<file path="src/rtl/arly_regs.svh">
`ifndef ARLY_REGS_SVH
`define ARLY_REGS_SVH
// Relay bitmap field positions.
`define ARLY_BIT_PREV_ALARM   0
`define ARLY_BIT_INS_ALARM    4
`define ARLY_BIT_INJ_INHIBIT  8
`define ARLY_BIT_SYS_ERROR    16
`define ARLY_BIT_PROD_ERROR   24
// Writable bits of a bitmap: the five state bits.
`define ARLY_BITMAP_MASK      32'h01010111
// Factory default of the early-warning bitmap: product and system error.
`define ARLY_EW_BITMAP_RESET  32'h01010000
// Bitmap register address of the early-warning relay.
`define ARLY_EW_BITMAP_ADDR   16'h0be6
// Self-test toggle time in milliseconds and clock rate in kHz.
`define ARLY_TEST_TIME_MS     3000
`define ARLY_CLK_KHZ          200000
`define ARLY_TEST_CYCLES      (`ARLY_TEST_TIME_MS * `ARLY_CLK_KHZ)
// Half period of the self-test toggle in clock cycles; the rate is our own choice.
`define ARLY_TOGGLE_HALF      100000000
`endif

</file>
<file path="src/rtl/arly_pkg.sv">
package arly_pkg;
    typedef enum logic [1:0] {ARLY_MODE_FAILSAFE, ARLY_MODE_STANDARD, ARLY_MODE_MIRROR} arly_mode_e;
    typedef enum logic {ARLY_IDLE, ARLY_TESTING} arly_state_e;
endpackage

</file>
<file path="src/rtl/arly_relay.sv">
`include "arly_regs.svh"
// What the document asks for
// [RULE1] Mode select: failsafe, standard or mirror; failsafe after reset.
// [RULE2] Failsafe: energized with no fault or only a transient fault.
// [RULE3] Failsafe: acknowledged fault energizes only when relay-acknowledge is on.
// [RULE4] Failsafe: injection inhibit energizes when inhibit-acknowledge is on.
// [RULE5] Failsafe: first measurement, faults, supply loss, errors de-energize.
// [RULE6] Self-test with relays toggles the relay for 3 seconds.
// [RULE7] Disconnected injection, overvoltage, overcapacitance form system error.
// [RULE8] Failed self-test counts as product error.
// [RULE9] Standard: energized on preventive or insulation fault or errors.
// [RULE10] Standard: de-energized on first measurement, no fault, acked, inhibit, supply loss.
// [RULE11] Mirror: relay follows the main alarm relay while operating.
// [RULE12] Mirror: stops following when inoperative or de-energized.
// [RULE13] State assignments are accepted only from the Modbus path.
// [RULE14] Bitmap holds any mix of the five assignable states.
// [RULE15] Assigned states are readable for the local display.
// [RULE16] External logic: both inputs high means alarm; input one low means failure.
// [RULE17] Integrator wires mirror relay in series with a failsafe main relay.
// [RULE18] Alarms clear only above 1.2 times threshold, done by the measurement path.
// [RULE19] Early-warning bitmap sits at Modbus address 3046.
// [RULE20] Mirror mode clears the bitmap and refuses assignments.
// [RULE21] Bitmap bits 0, 4, 8, 16, 24 map the five states.
// [RULE22] Toggle timed by a clock counter; relay output updated synchronously.
// [RULE23] Forced de-energizing conditions take precedence over energizing ones; the code lets the self-test toggle override them.
module arly_relay #(
    parameter int unsigned TEST_CYCLES  = `ARLY_TEST_CYCLES,
    parameter int unsigned TOGGLE_HALF  = `ARLY_TOGGLE_HALF
) (
    input  wire logic              CLOCK,             // 200 MHz clock
    input  wire logic              RST,               // Synchronous reset, active high
    input  wire logic              CE,                // Clock enable, freezes state when low
    input  wire logic [1:0]        MODE_SET,          // Requested mode, arly_pkg::arly_mode_e
    input  wire logic              MODE_WR,           // Pulse: load MODE_SET
    input  wire logic              ALARM_ACK_RELAY_OPTION, // Relay-acknowledge option
    input  wire logic              INHIBIT_ACK_OPTION, // Inhibit-acknowledge option
    input  wire logic              FIRST_MEAS,        // First measurement in progress
    input  wire logic              PREV_FAULT,        // Preventive fault present
    input  wire logic              INS_FAULT,         // Insulation fault present
    input  wire logic              INS_FAULT_ACKED,   // Insulation fault acknowledged
    input  wire logic              TRANSIENT_FAULT,   // Only a transient fault present
    input  wire logic              INJ_INHIBITED,     // Injection inhibited
    input  wire logic              AUX_SUPPLY_LOST,   // Auxiliary supply lost
    input  wire logic              INJ_DISCONNECTED,  // Injection disconnected
    input  wire logic              OVERVOLTAGE,       // Overvoltage detected
    input  wire logic              OVERCAPACITANCE,   // Overcapacitance detected
    input  wire logic              SELFTEST_FAILED,   // Self-test failed
    input  wire logic              OTHER_PRODUCT_ERR, // Any other product error
    input  wire logic              SELFTEST_RELAYS,   // Pulse: start self-test with relays
    input  wire logic              DEVICE_OK,         // Device operating correctly
    input  wire logic              MAIN_ALARM_RELAY,  // Drive state of the main alarm relay
    input  wire logic              MODBUS_WR,         // Pulse: Modbus register write
    input  wire logic [15:0]       MODBUS_ADDR,       // Modbus register address
    input  wire logic [31:0]       MODBUS_WDATA,      // Modbus write data
    output logic                   EARLY_WARNING_RELAY, // Relay coil drive, 1 = energized
    output logic [1:0]             MODE_STATE,        // Current mode
    output logic [31:0]            BITMAP,            // Assigned states for display
    output logic                   SYSTEM_ERROR,      // Combined system error
    output logic                   PRODUCT_ERROR,     // Combined product error
    output logic                   TESTING            // Self-test toggle in progress
);

    ////////////////////////////////////////////////////////////////////////////////
    // Elaboration checks: the counters cannot serve a span shorter than two cycles.
    generate
        if (TEST_CYCLES < 2)
        begin : g_bad_span
            $error("arly_relay: TEST_CYCLES must be at least 2");
        end
        if (TOGGLE_HALF < 1 || TOGGLE_HALF > TEST_CYCLES)
        begin : g_bad_half
            $error("arly_relay: TOGGLE_HALF must lie between 1 and TEST_CYCLES");
        end
    endgenerate

    ////////////////////////////////////////////////////////////////////////////////
    arly_pkg::arly_mode_e  mode_q;
    arly_pkg::arly_state_e state_q;
    logic [31:0]           cnt_q;
    logic [31:0]           half_q;
    logic                  toggle_q;
    logic [31:0]           bitmap_q;
    logic                  sys_err;
    logic                  prod_err;
    logic                  fs_on;
    logic                  std_on;
    logic                  relay_d;
    logic                  testing;
    logic                  start_test;
    logic                  half_end;

    // The mirror decode gates both the bitmap and the self-test start.
    function automatic logic is_mirror(input arly_pkg::arly_mode_e m);
        return m == arly_pkg::ARLY_MODE_MIRROR;
    endfunction

    function automatic logic in_test(input arly_pkg::arly_state_e s);
        return s == arly_pkg::ARLY_TESTING;
    endfunction

    assign sys_err    = INJ_DISCONNECTED | OVERVOLTAGE | OVERCAPACITANCE; // RULE7
    assign prod_err   = SELFTEST_FAILED | OTHER_PRODUCT_ERR;               // RULE8
    assign testing    = in_test(state_q);
    // A start while already testing, or in mirror mode, is ignored.
    assign start_test = SELFTEST_RELAYS && !is_mirror(mode_q) && !testing;
    assign half_end   = testing && (half_q == TOGGLE_HALF - 1);

    ////////////////////////////////////////////////////////////////////////////////
    always_ff @(posedge CLOCK)
    begin
        if (RST)
            mode_q <= arly_pkg::ARLY_MODE_FAILSAFE; // RULE1
        else if (CE && MODE_WR && MODE_SET != 2'h3)
            mode_q <= arly_pkg::arly_mode_e'(MODE_SET); // RULE1
    end

    // Only the Modbus write path loads the bitmap; a mode write to mirror mode clears it.
    always_ff @(posedge CLOCK)
    begin
        if (RST)
            bitmap_q <= `ARLY_EW_BITMAP_RESET;
        else if (CE)
        begin
            if (is_mirror(mode_q))
                bitmap_q <= 32'h00000000; // RULE20
            else if (MODBUS_WR && MODBUS_ADDR == `ARLY_EW_BITMAP_ADDR) // RULE13 RULE19
                bitmap_q <= MODBUS_WDATA & `ARLY_BITMAP_MASK; // RULE14 RULE21
        end
    end

    ////////////////////////////////////////////////////////////////////////////////
    // Self-test sequencer: idle until a start, then run for TEST_CYCLES cycles.
    always_ff @(posedge CLOCK)
    begin
        if (RST)
            state_q <= arly_pkg::ARLY_IDLE;
        else if (CE)
        begin
            case (state_q)
                arly_pkg::ARLY_IDLE:
                begin
                    if (start_test)
                        state_q <= arly_pkg::ARLY_TESTING; // RULE6
                end
                default:
                begin
                    if (cnt_q == TEST_CYCLES - 1)
                        state_q <= arly_pkg::ARLY_IDLE; // RULE6
                end
            endcase
        end
    end

    // The span counter is free of the toggle rate, so the span stays exact.
    always_ff @(posedge CLOCK)
    begin
        if (RST)
            cnt_q <= 32'h00000000;
        else if (CE)
        begin
            if (start_test)
                cnt_q <= 32'h00000000;
            else if (testing)
                cnt_q <= cnt_q + 32'h00000001; // RULE22
        end
    end

    always_ff @(posedge CLOCK)
    begin
        if (RST)
            half_q <= 32'h00000000;
        else if (CE)
        begin
            if (start_test || half_end)
                half_q <= 32'h00000000;
            else if (testing)
                half_q <= half_q + 32'h00000001; // RULE22
        end
    end

    // The first toggle level inverts the relay, so the test is visible at once.
    always_ff @(posedge CLOCK)
    begin
        if (RST)
            toggle_q <= 1'b0;
        else if (CE)
        begin
            if (start_test)
                toggle_q <= ~EARLY_WARNING_RELAY; // RULE6
            else if (half_end)
                toggle_q <= ~toggle_q; // RULE6
        end
    end

    ////////////////////////////////////////////////////////////////////////////////
    // Fault inputs arrive already filtered by the threshold hysteresis; the relay
    // follows them directly and never latches an alarm on its own. // RULE18
    // Failsafe: forced off conditions are tested before every energizing term except the self-test toggle, which relay_d selects first.
    always_comb
    begin
        fs_on = 1'b0;
        if (FIRST_MEAS || AUX_SUPPLY_LOST || prod_err || sys_err) // RULE5 RULE23
            fs_on = 1'b0;
        else if (INJ_INHIBITED && INHIBIT_ACK_OPTION) // RULE4
            fs_on = 1'b1;
        else if (INS_FAULT && INS_FAULT_ACKED) // RULE3
            fs_on = ALARM_ACK_RELAY_OPTION;
        else if (INS_FAULT || PREV_FAULT) // RULE5
            fs_on = 1'b0;
        else
            fs_on = 1'b1; // RULE2
    end

    always_comb
    begin
        std_on = 1'b0;
        if (FIRST_MEAS || AUX_SUPPLY_LOST) // RULE10 RULE23
            std_on = 1'b0;
        else if (prod_err || sys_err) // RULE9
            std_on = 1'b1;
        else if (INJ_INHIBITED && INHIBIT_ACK_OPTION) // RULE10
            std_on = 1'b0;
        else if (INS_FAULT && INS_FAULT_ACKED && ALARM_ACK_RELAY_OPTION) // RULE10
            std_on = 1'b0;
        else if (INS_FAULT || PREV_FAULT) // RULE9
            std_on = 1'b1;
        else
            std_on = 1'b0; // RULE10
    end

    always_comb
    begin
        relay_d = 1'b0;
        case (mode_q)
            arly_pkg::ARLY_MODE_MIRROR:
                relay_d = DEVICE_OK & MAIN_ALARM_RELAY; // RULE11 RULE12
            arly_pkg::ARLY_MODE_STANDARD:
                relay_d = testing ? toggle_q : std_on; // RULE6
            default:
                relay_d = testing ? toggle_q : fs_on; // RULE6
        endcase
    end

    ////////////////////////////////////////////////////////////////////////////////
    // Every output is a flip-flop, so the coil never sees a decode glitch.
    always_ff @(posedge CLOCK)
    begin
        if (RST)
            EARLY_WARNING_RELAY <= 1'b0;
        else if (CE)
            EARLY_WARNING_RELAY <= relay_d; // RULE22
    end

    always_ff @(posedge CLOCK)
    begin
        if (RST)
            MODE_STATE <= 2'h0;
        else if (CE)
            MODE_STATE <= mode_q;
    end

    always_ff @(posedge CLOCK)
    begin
        if (RST)
            BITMAP <= `ARLY_EW_BITMAP_RESET;
        else if (CE)
            BITMAP <= bitmap_q; // RULE15
    end

    always_ff @(posedge CLOCK)
    begin
        if (RST)
            SYSTEM_ERROR <= 1'b0;
        else if (CE)
            SYSTEM_ERROR <= sys_err; // RULE7
    end

    always_ff @(posedge CLOCK)
    begin
        if (RST)
            PRODUCT_ERROR <= 1'b0;
        else if (CE)
            PRODUCT_ERROR <= prod_err; // RULE8
    end

    always_ff @(posedge CLOCK)
    begin
        if (RST)
            TESTING <= 1'b0;
        else if (CE)
            TESTING <= testing;
    end

endmodule

</file>
<file path="config.mk">
export PLATFORM = sky130hd
export DESIGN_NAME = arly_relay
export DESIGN_NICKNAME = d
export VERILOG_FILES = /design/src/rtl/arly_pkg.sv /design/src/rtl/arly_relay.sv
export VERILOG_INCLUDE_DIRS = /design/src /design/src/rtl
export SDC_FILE = /design/constraint.sdc
export NUM_CORES = 1
export LEC_CHECK = 0
export ABC_AREA = 1
export ABC_CLOCK_PERIOD_IN_PS = 1600
export BUFFER_PORTS_ARGS = -buffer_cell sky130_fd_sc_hd__buf_4
export CORE_MARGIN = 4
export CORE_UTILIZATION = 47
export DETAILED_ROUTE_END_ITERATION = 10
export GPL_TIMING_DRIVEN = 0
export PLACE_DENSITY = 0.84
export SETUP_SLACK_MARGIN = 0.4
export SYNTH_ARGS = -nofsm -noshare
export SYNTH_HDL_FRONTEND = slang
export SYNTH_SLANG_ARGS = --single-unit
export TNS_END_PERCENT = 50
</file>
<file path="constraint.sdc">
create_clock -name CLOCK -period 1.6 [get_ports CLOCK]
set_input_delay 0 -clock CLOCK [delete_from_list [all_inputs] [get_ports CLOCK]]
set_output_delay 0 -clock CLOCK [all_outputs]
set_load 0.05 [all_outputs]
</file>
# After elaboration in Yosys (flattened, before gate mapping)

Cells that the tools add are included.

Register bits after elaboration: 138
Input port bits: 72

$add $sub $neg: 2
Equal/unequal tests: 6
Multiplexer cells: 23
Bitwise operators: 6
Reductions and logical operators: 25

Operators with widths:

| operator              | number |
|---|---|
| $mux 32               | 6 |
| $add 32x1->32 const B | 2 |
| $eq 32x27->1 const B  | 1 |
| $eq 32x30->1 const B  | 1 |
| $eq 16x12->1 const B  | 1 |
| $mux 1                | 16 |
| $logic_and 1x1->1     | 9 |
| $reduce_and 2->1      | 4 |
| $reduce_bool 2->1     | 4 |
| $logic_or 1x1->1      | 6 |
| $or 1x1->1            | 3 |
| $eq 2x1->1 const B    | 1 |
| $eq 2x2->1 const B    | 1 |
| $logic_not 1->1       | 2 |
| $ne 2x2->1 const B    | 1 |
| $not 1->1             | 2 |
| $pmux 1 s2            | 1 |
| $and 1x1->1           | 1 |

# Longest topological paths before layout

Depth in word-level cells: 8
Mapped depth: 14

# Worst setup path before layout

Ideal clock, no wire load.

Kind: register -> register
Start: reg mode_q[0]
End: reg half_q[17]
Arrival: 1.658 ns
Required time: 1.487 ns
Path slack: -0.171 ns
Cell stages (with the launch flop): 14
Path buffers: 1
Clock period less this slack: 1.771 ns
Path through: dfxtp_1 -> inv_1 -> ha_1 -> inv_2 -> nand2_1 -> nand2_4 -> nand2_4 -> nor2_8 -> nand3_4 -> nor2_4 -> buf_6 -> nand2_1 -> o21ai_1 -> nor2_1

Longest elaborated chain between the ends: 7
Elaborated cells between the ends (all ways): 8
Classes of those cells: 1 x eq/ne; 1 x mux; 6 x reduce/logical

RTL lines:

| what                               | RTL line          | text |
|---|---|---|
| start, declared                    | arly_relay.sv:77  | `arly_pkg::arly_mode_e mode_q;` |
| start signal, assigned             | arly_relay.sv:112 | `mode_q <= arly_pkg::ARLY_MODE_FAILSAFE;` |
| start signal, assigned             | arly_relay.sv:114 | `mode_q <= arly_pkg::arly_mode_e'(MODE_SET);` |
| $eq 2x2->1 (*)                     | arly_relay.sv:94  | `return m == arly_pkg::ARLY_MODE_MIRROR;` |
| $logic_not 1->1 (*)                | arly_relay.sv:105 | `assign start_test = SELFTEST_RELAYS && !is_mirror(mode_q) && !testing;` |
| $logic_and 1x1->1 (*) (2 in a row) | arly_relay.sv:105 |  |
| $logic_or 1x1->1 (*)               | arly_relay.sv:174 | `if (start_test \|\| half_end)` |
| $reduce_bool 2->1 (no line)        | --                |  |
| $reduce_and 2->1 (no line)         | --                |  |
| end signal, assigned               | arly_relay.sv:177 | `half_q <= half_q + 32'h00000001;` |
| end, declared                      | arly_relay.sv:80  | `logic [31:0] half_q;` |

Mark *: on every way between the ends. The rest lies on a longest branch, timed or not.
A chain may end at the register's enable or synchronous reset.

# Worst setup path after layout

Start: reg mode_q[0]
End: reg half_q[3]

Same word-level chain as after synthesis.

==> results.toml <==
[status]
run_status = "finished with violations"
violations = "setup timing"

[sta]
fin_skew_ns = 0.0131
hold_viol = 0
setup_slack_ns = -0.166
tightest_slew_ns = 0.569
setup_viol = 44
fmaxAchievable_ghz = 0.566
rsz0062_at_grt = "yes"
setup-tns-final_ns = -2.60
fin_crit_sh_pct = 110
slew_headroom_pct = 62.1
finalCriticalPeriod_ns = 1.77
slew_viol_final = 0

[logic_synthesis]
synth_seq_cells = 84
synth-edff-count = 0
synth_top_family_by_area = "simple AND/OR/NAND/NOR gates"
syn_avg_cell_area_um2 = 6.30
postSynth.asyncResetShare_pct = 0
synth.area.mux_share_pct = 0.205
syn_area_mm2 = 0.00489
yosys.area_share.simple_pct = 41.5
synth_compound_area_share_pct = 8.43
ys_types = 42
synth_adder_area_share_pct = 1.02
ys_warn_count = 0
synthCells = 775
yosysSeqAreaShare_pct = 34.4
synth_top_flop_cell = "dfxtp_1"
synth-xor-area-share_pct = 1.61

[cts]
clockRootBuffer = "clkbuf_8"
clock_latency_ns = 0.37
cts.sinks = 84
cts_made_buffers = 9
cts_htree_levels = 3
clkTransAtPathRegs_ns = 0.09
clock_path_buffers = 2
tritoncts = "built"

[place]
gp_congestion = 0.899
hpwl_um = 8820
placed_cell_area_mm2 = 0.00562
io_buffers = 52

[final_layout]
fin_nets = 982
fillCellCount = 788
synthToLayoutAreaGrowth_pct = 33.4
layout_commonest_cell = "nand2_1"
final_core_util_pct = 65.5
final_cell_mix = "nand2_1 (201), nor2_1 (108), buf_4 (102)"
final_cell_area_mm2 = 0.00652
drive_above_1_share_pct = 26.0
multi_input_area_mm2 = 0.00301
num_antenna_cells = 0
regArea_mm2 = 0.00172

[worst_setup_path]
r2r_start = "mode_q[0]$_SDFFE_PP0P_"
critPathKind = "reg2reg"
cp_data_required_time_ns = 1.87
start_kind = "flip-flop"
crit_start = "mode_q[0]$_SDFFE_PP0P_"
crit_path_end_kind = "flip-flop"
crit_fanout = 5
arrival_ns = 2.03

[global_route]
grt_use_total_pct = 22.0
grt_overflow = 0
grt_pass1_wl_um = 21500
grt_antenna_before_repair = 0
grt_max_degree = 14
grt_pass1_vias = 4896

[detailed_routing]
viasPerCell = 5.10
wl_met2_um = 6960
dr_wl_met3_um = 905
wl_met1_um = 5520
wl_um = 13700
maxUsedRoutingLayer = "met4"
drt-wirelength-per-cell_um = 13.1
dr.first_iter.drc_count = 328
drtPass1Iterations = 5
vias = 5322
post-route-drc-count = 0
antenna_left = 0

[pwr]
vdd_drop_max_uv = 562
total_leakage_power_nw = 2.65
power_density_mw_per_mm2 = 676

[floorplan]
num_rows = 36
fp.dieW_um = 110
start_util_pct = 49.1
io_pins = 110
die-area_mm2 = 0.0121
die_h_um = 110
core_area_mm2 = 0.00995

[worst_hold_path]
hp-start = "MODBUS_ADDR[4]"
hold_path.class = "in2reg"

[job]
cap_violations = 0
worst max-delay path: stages, from the launching register on:
cell      delay (ns)
dfxtp_2         0.35
inv_2           0.05
ha_4            0.16
clkinv_4        0.05
nand2_4         0.06
nand2_4         0.08
nand2_8         0.09
buf_4           0.16
buf_6           0.11
buf_4           0.15
nor2_2          0.10
xor2_1          0.22
nor2_1          0.08
report_power, final:
part	internal, mW	total, mW	switching [mW]
combinational	0.287	0.751	0.465
sequential	2.11	2.14	0.0256
clock	0.715	1.51	0.799
total	3.12	4.41	1.29
sequential cells by signal (all words and copies together) (netlist names):
register / flops
MODE_STATE: 2
SYSTEM_ERROR: 1
BITMAP: 5
TESTING: 1
state_q: 1
toggle_q: 1
PRODUCT_ERROR: 1
mode_q: 2
cnt_q: 32
EARLY_WARNING_RELAY: 1
bitmap_q: 5
half_q: 32
per-stage QoR:
step	total power [mW]	cells	setup WS (ns)	hold WS (ns)
final	4.41	1043	-0.166	0.0563
after global routing	4.53	1043	-0.254	0.105
after CTS	4.34	1030	-0.106	0.0557
after detailed placement	2.81	986	-0.239	0.271
after global placement	2.80	986	-0.186	0.274
after floorplan	2.64	801	-0.0330	0.167
cell families (layout without fill, tap and decap cells):
logic type                 count (synthesis)  count (layout)
AOI/OAI and AO/OA                         77              77
xor gates and xnor gates                   9               9
adders and majority gates                  4               4
buffers and inverters                    132             241
DFF                                       84              84
muxes                                      1               1
other                                      1              27
and+or+nand+nor                          467             467
Yosys cell counts (5+ instances only):
| library cell | n | area share (%) |
|---|---|---|
| buf_4 | 27 | 4.1 |
| nor3_1 | 20 | 2.0 |
| clkbuf_1 | 5 | 0.38 |
| nor2_1 | 133 | 10 |
| nand3_1 | 50 | 5.1 |
| dfxtp_1 | 84 | 34 |
| o21ai_0 | 29 | 3.0 |
| a21oi_1 | 38 | 3.9 |
| inv_1 | 89 | 6.8 |
| nand2_1 | 214 | 16 |
| nand4_1 | 28 | 3.6 |
| xnor2_1 | 5 | 0.90 |
path summary, 6_finish.rpt:
kind / end / slack (ns) / cells after the start
setup reg to reg: half_q[3]$_SDFFE_PP0P_ / -0.17 / 12
setup / recovery: half_q[3]$_SDFFE_PP0P_ / -0.17 / 12
hold reg to reg: bitmap_q[4]$_SDFFE_PP0P_ / 0.46 / 2
hold / removal: bitmap_q[0]$_SDFFE_PP0P_ / 0.06 / 6
timing repair:
action | in CTS | in global routing
hold buffers | 13 | 0
endpoints found under the setup margin | 67 | 72
resized for setup | 73 | 45
pin swaps | 28 | 34
buffers inserted | 14 | 12
hold endpoints to repair | 9 | 0
cloned | 2 | 1
area by class of cell:
cell class              count  share of cell area, %
plain buffers              40                   4.69
clock buffers              11                   2.02
clock inverters             4                  0.787
inverters                  92                   5.38
multi-input cells         585                   46.2
flip-flops and latches     84                   26.4
well taps                 133                   2.55
repair buffers             94                   11.9
per-layer routing:
| metal | global-route usage (%) | up-vias |
|---|---|---|
| met2 | 38.7 | 186 |
| met3 | 4.29 | 35 |
| li1 | - | 2682 |
| met1 | 26.0 | 2419 |
| met4 | 9.35 | 0 |
| met5 | 0 | - |
Note: power is estimated with default switching activity, not from simulation.
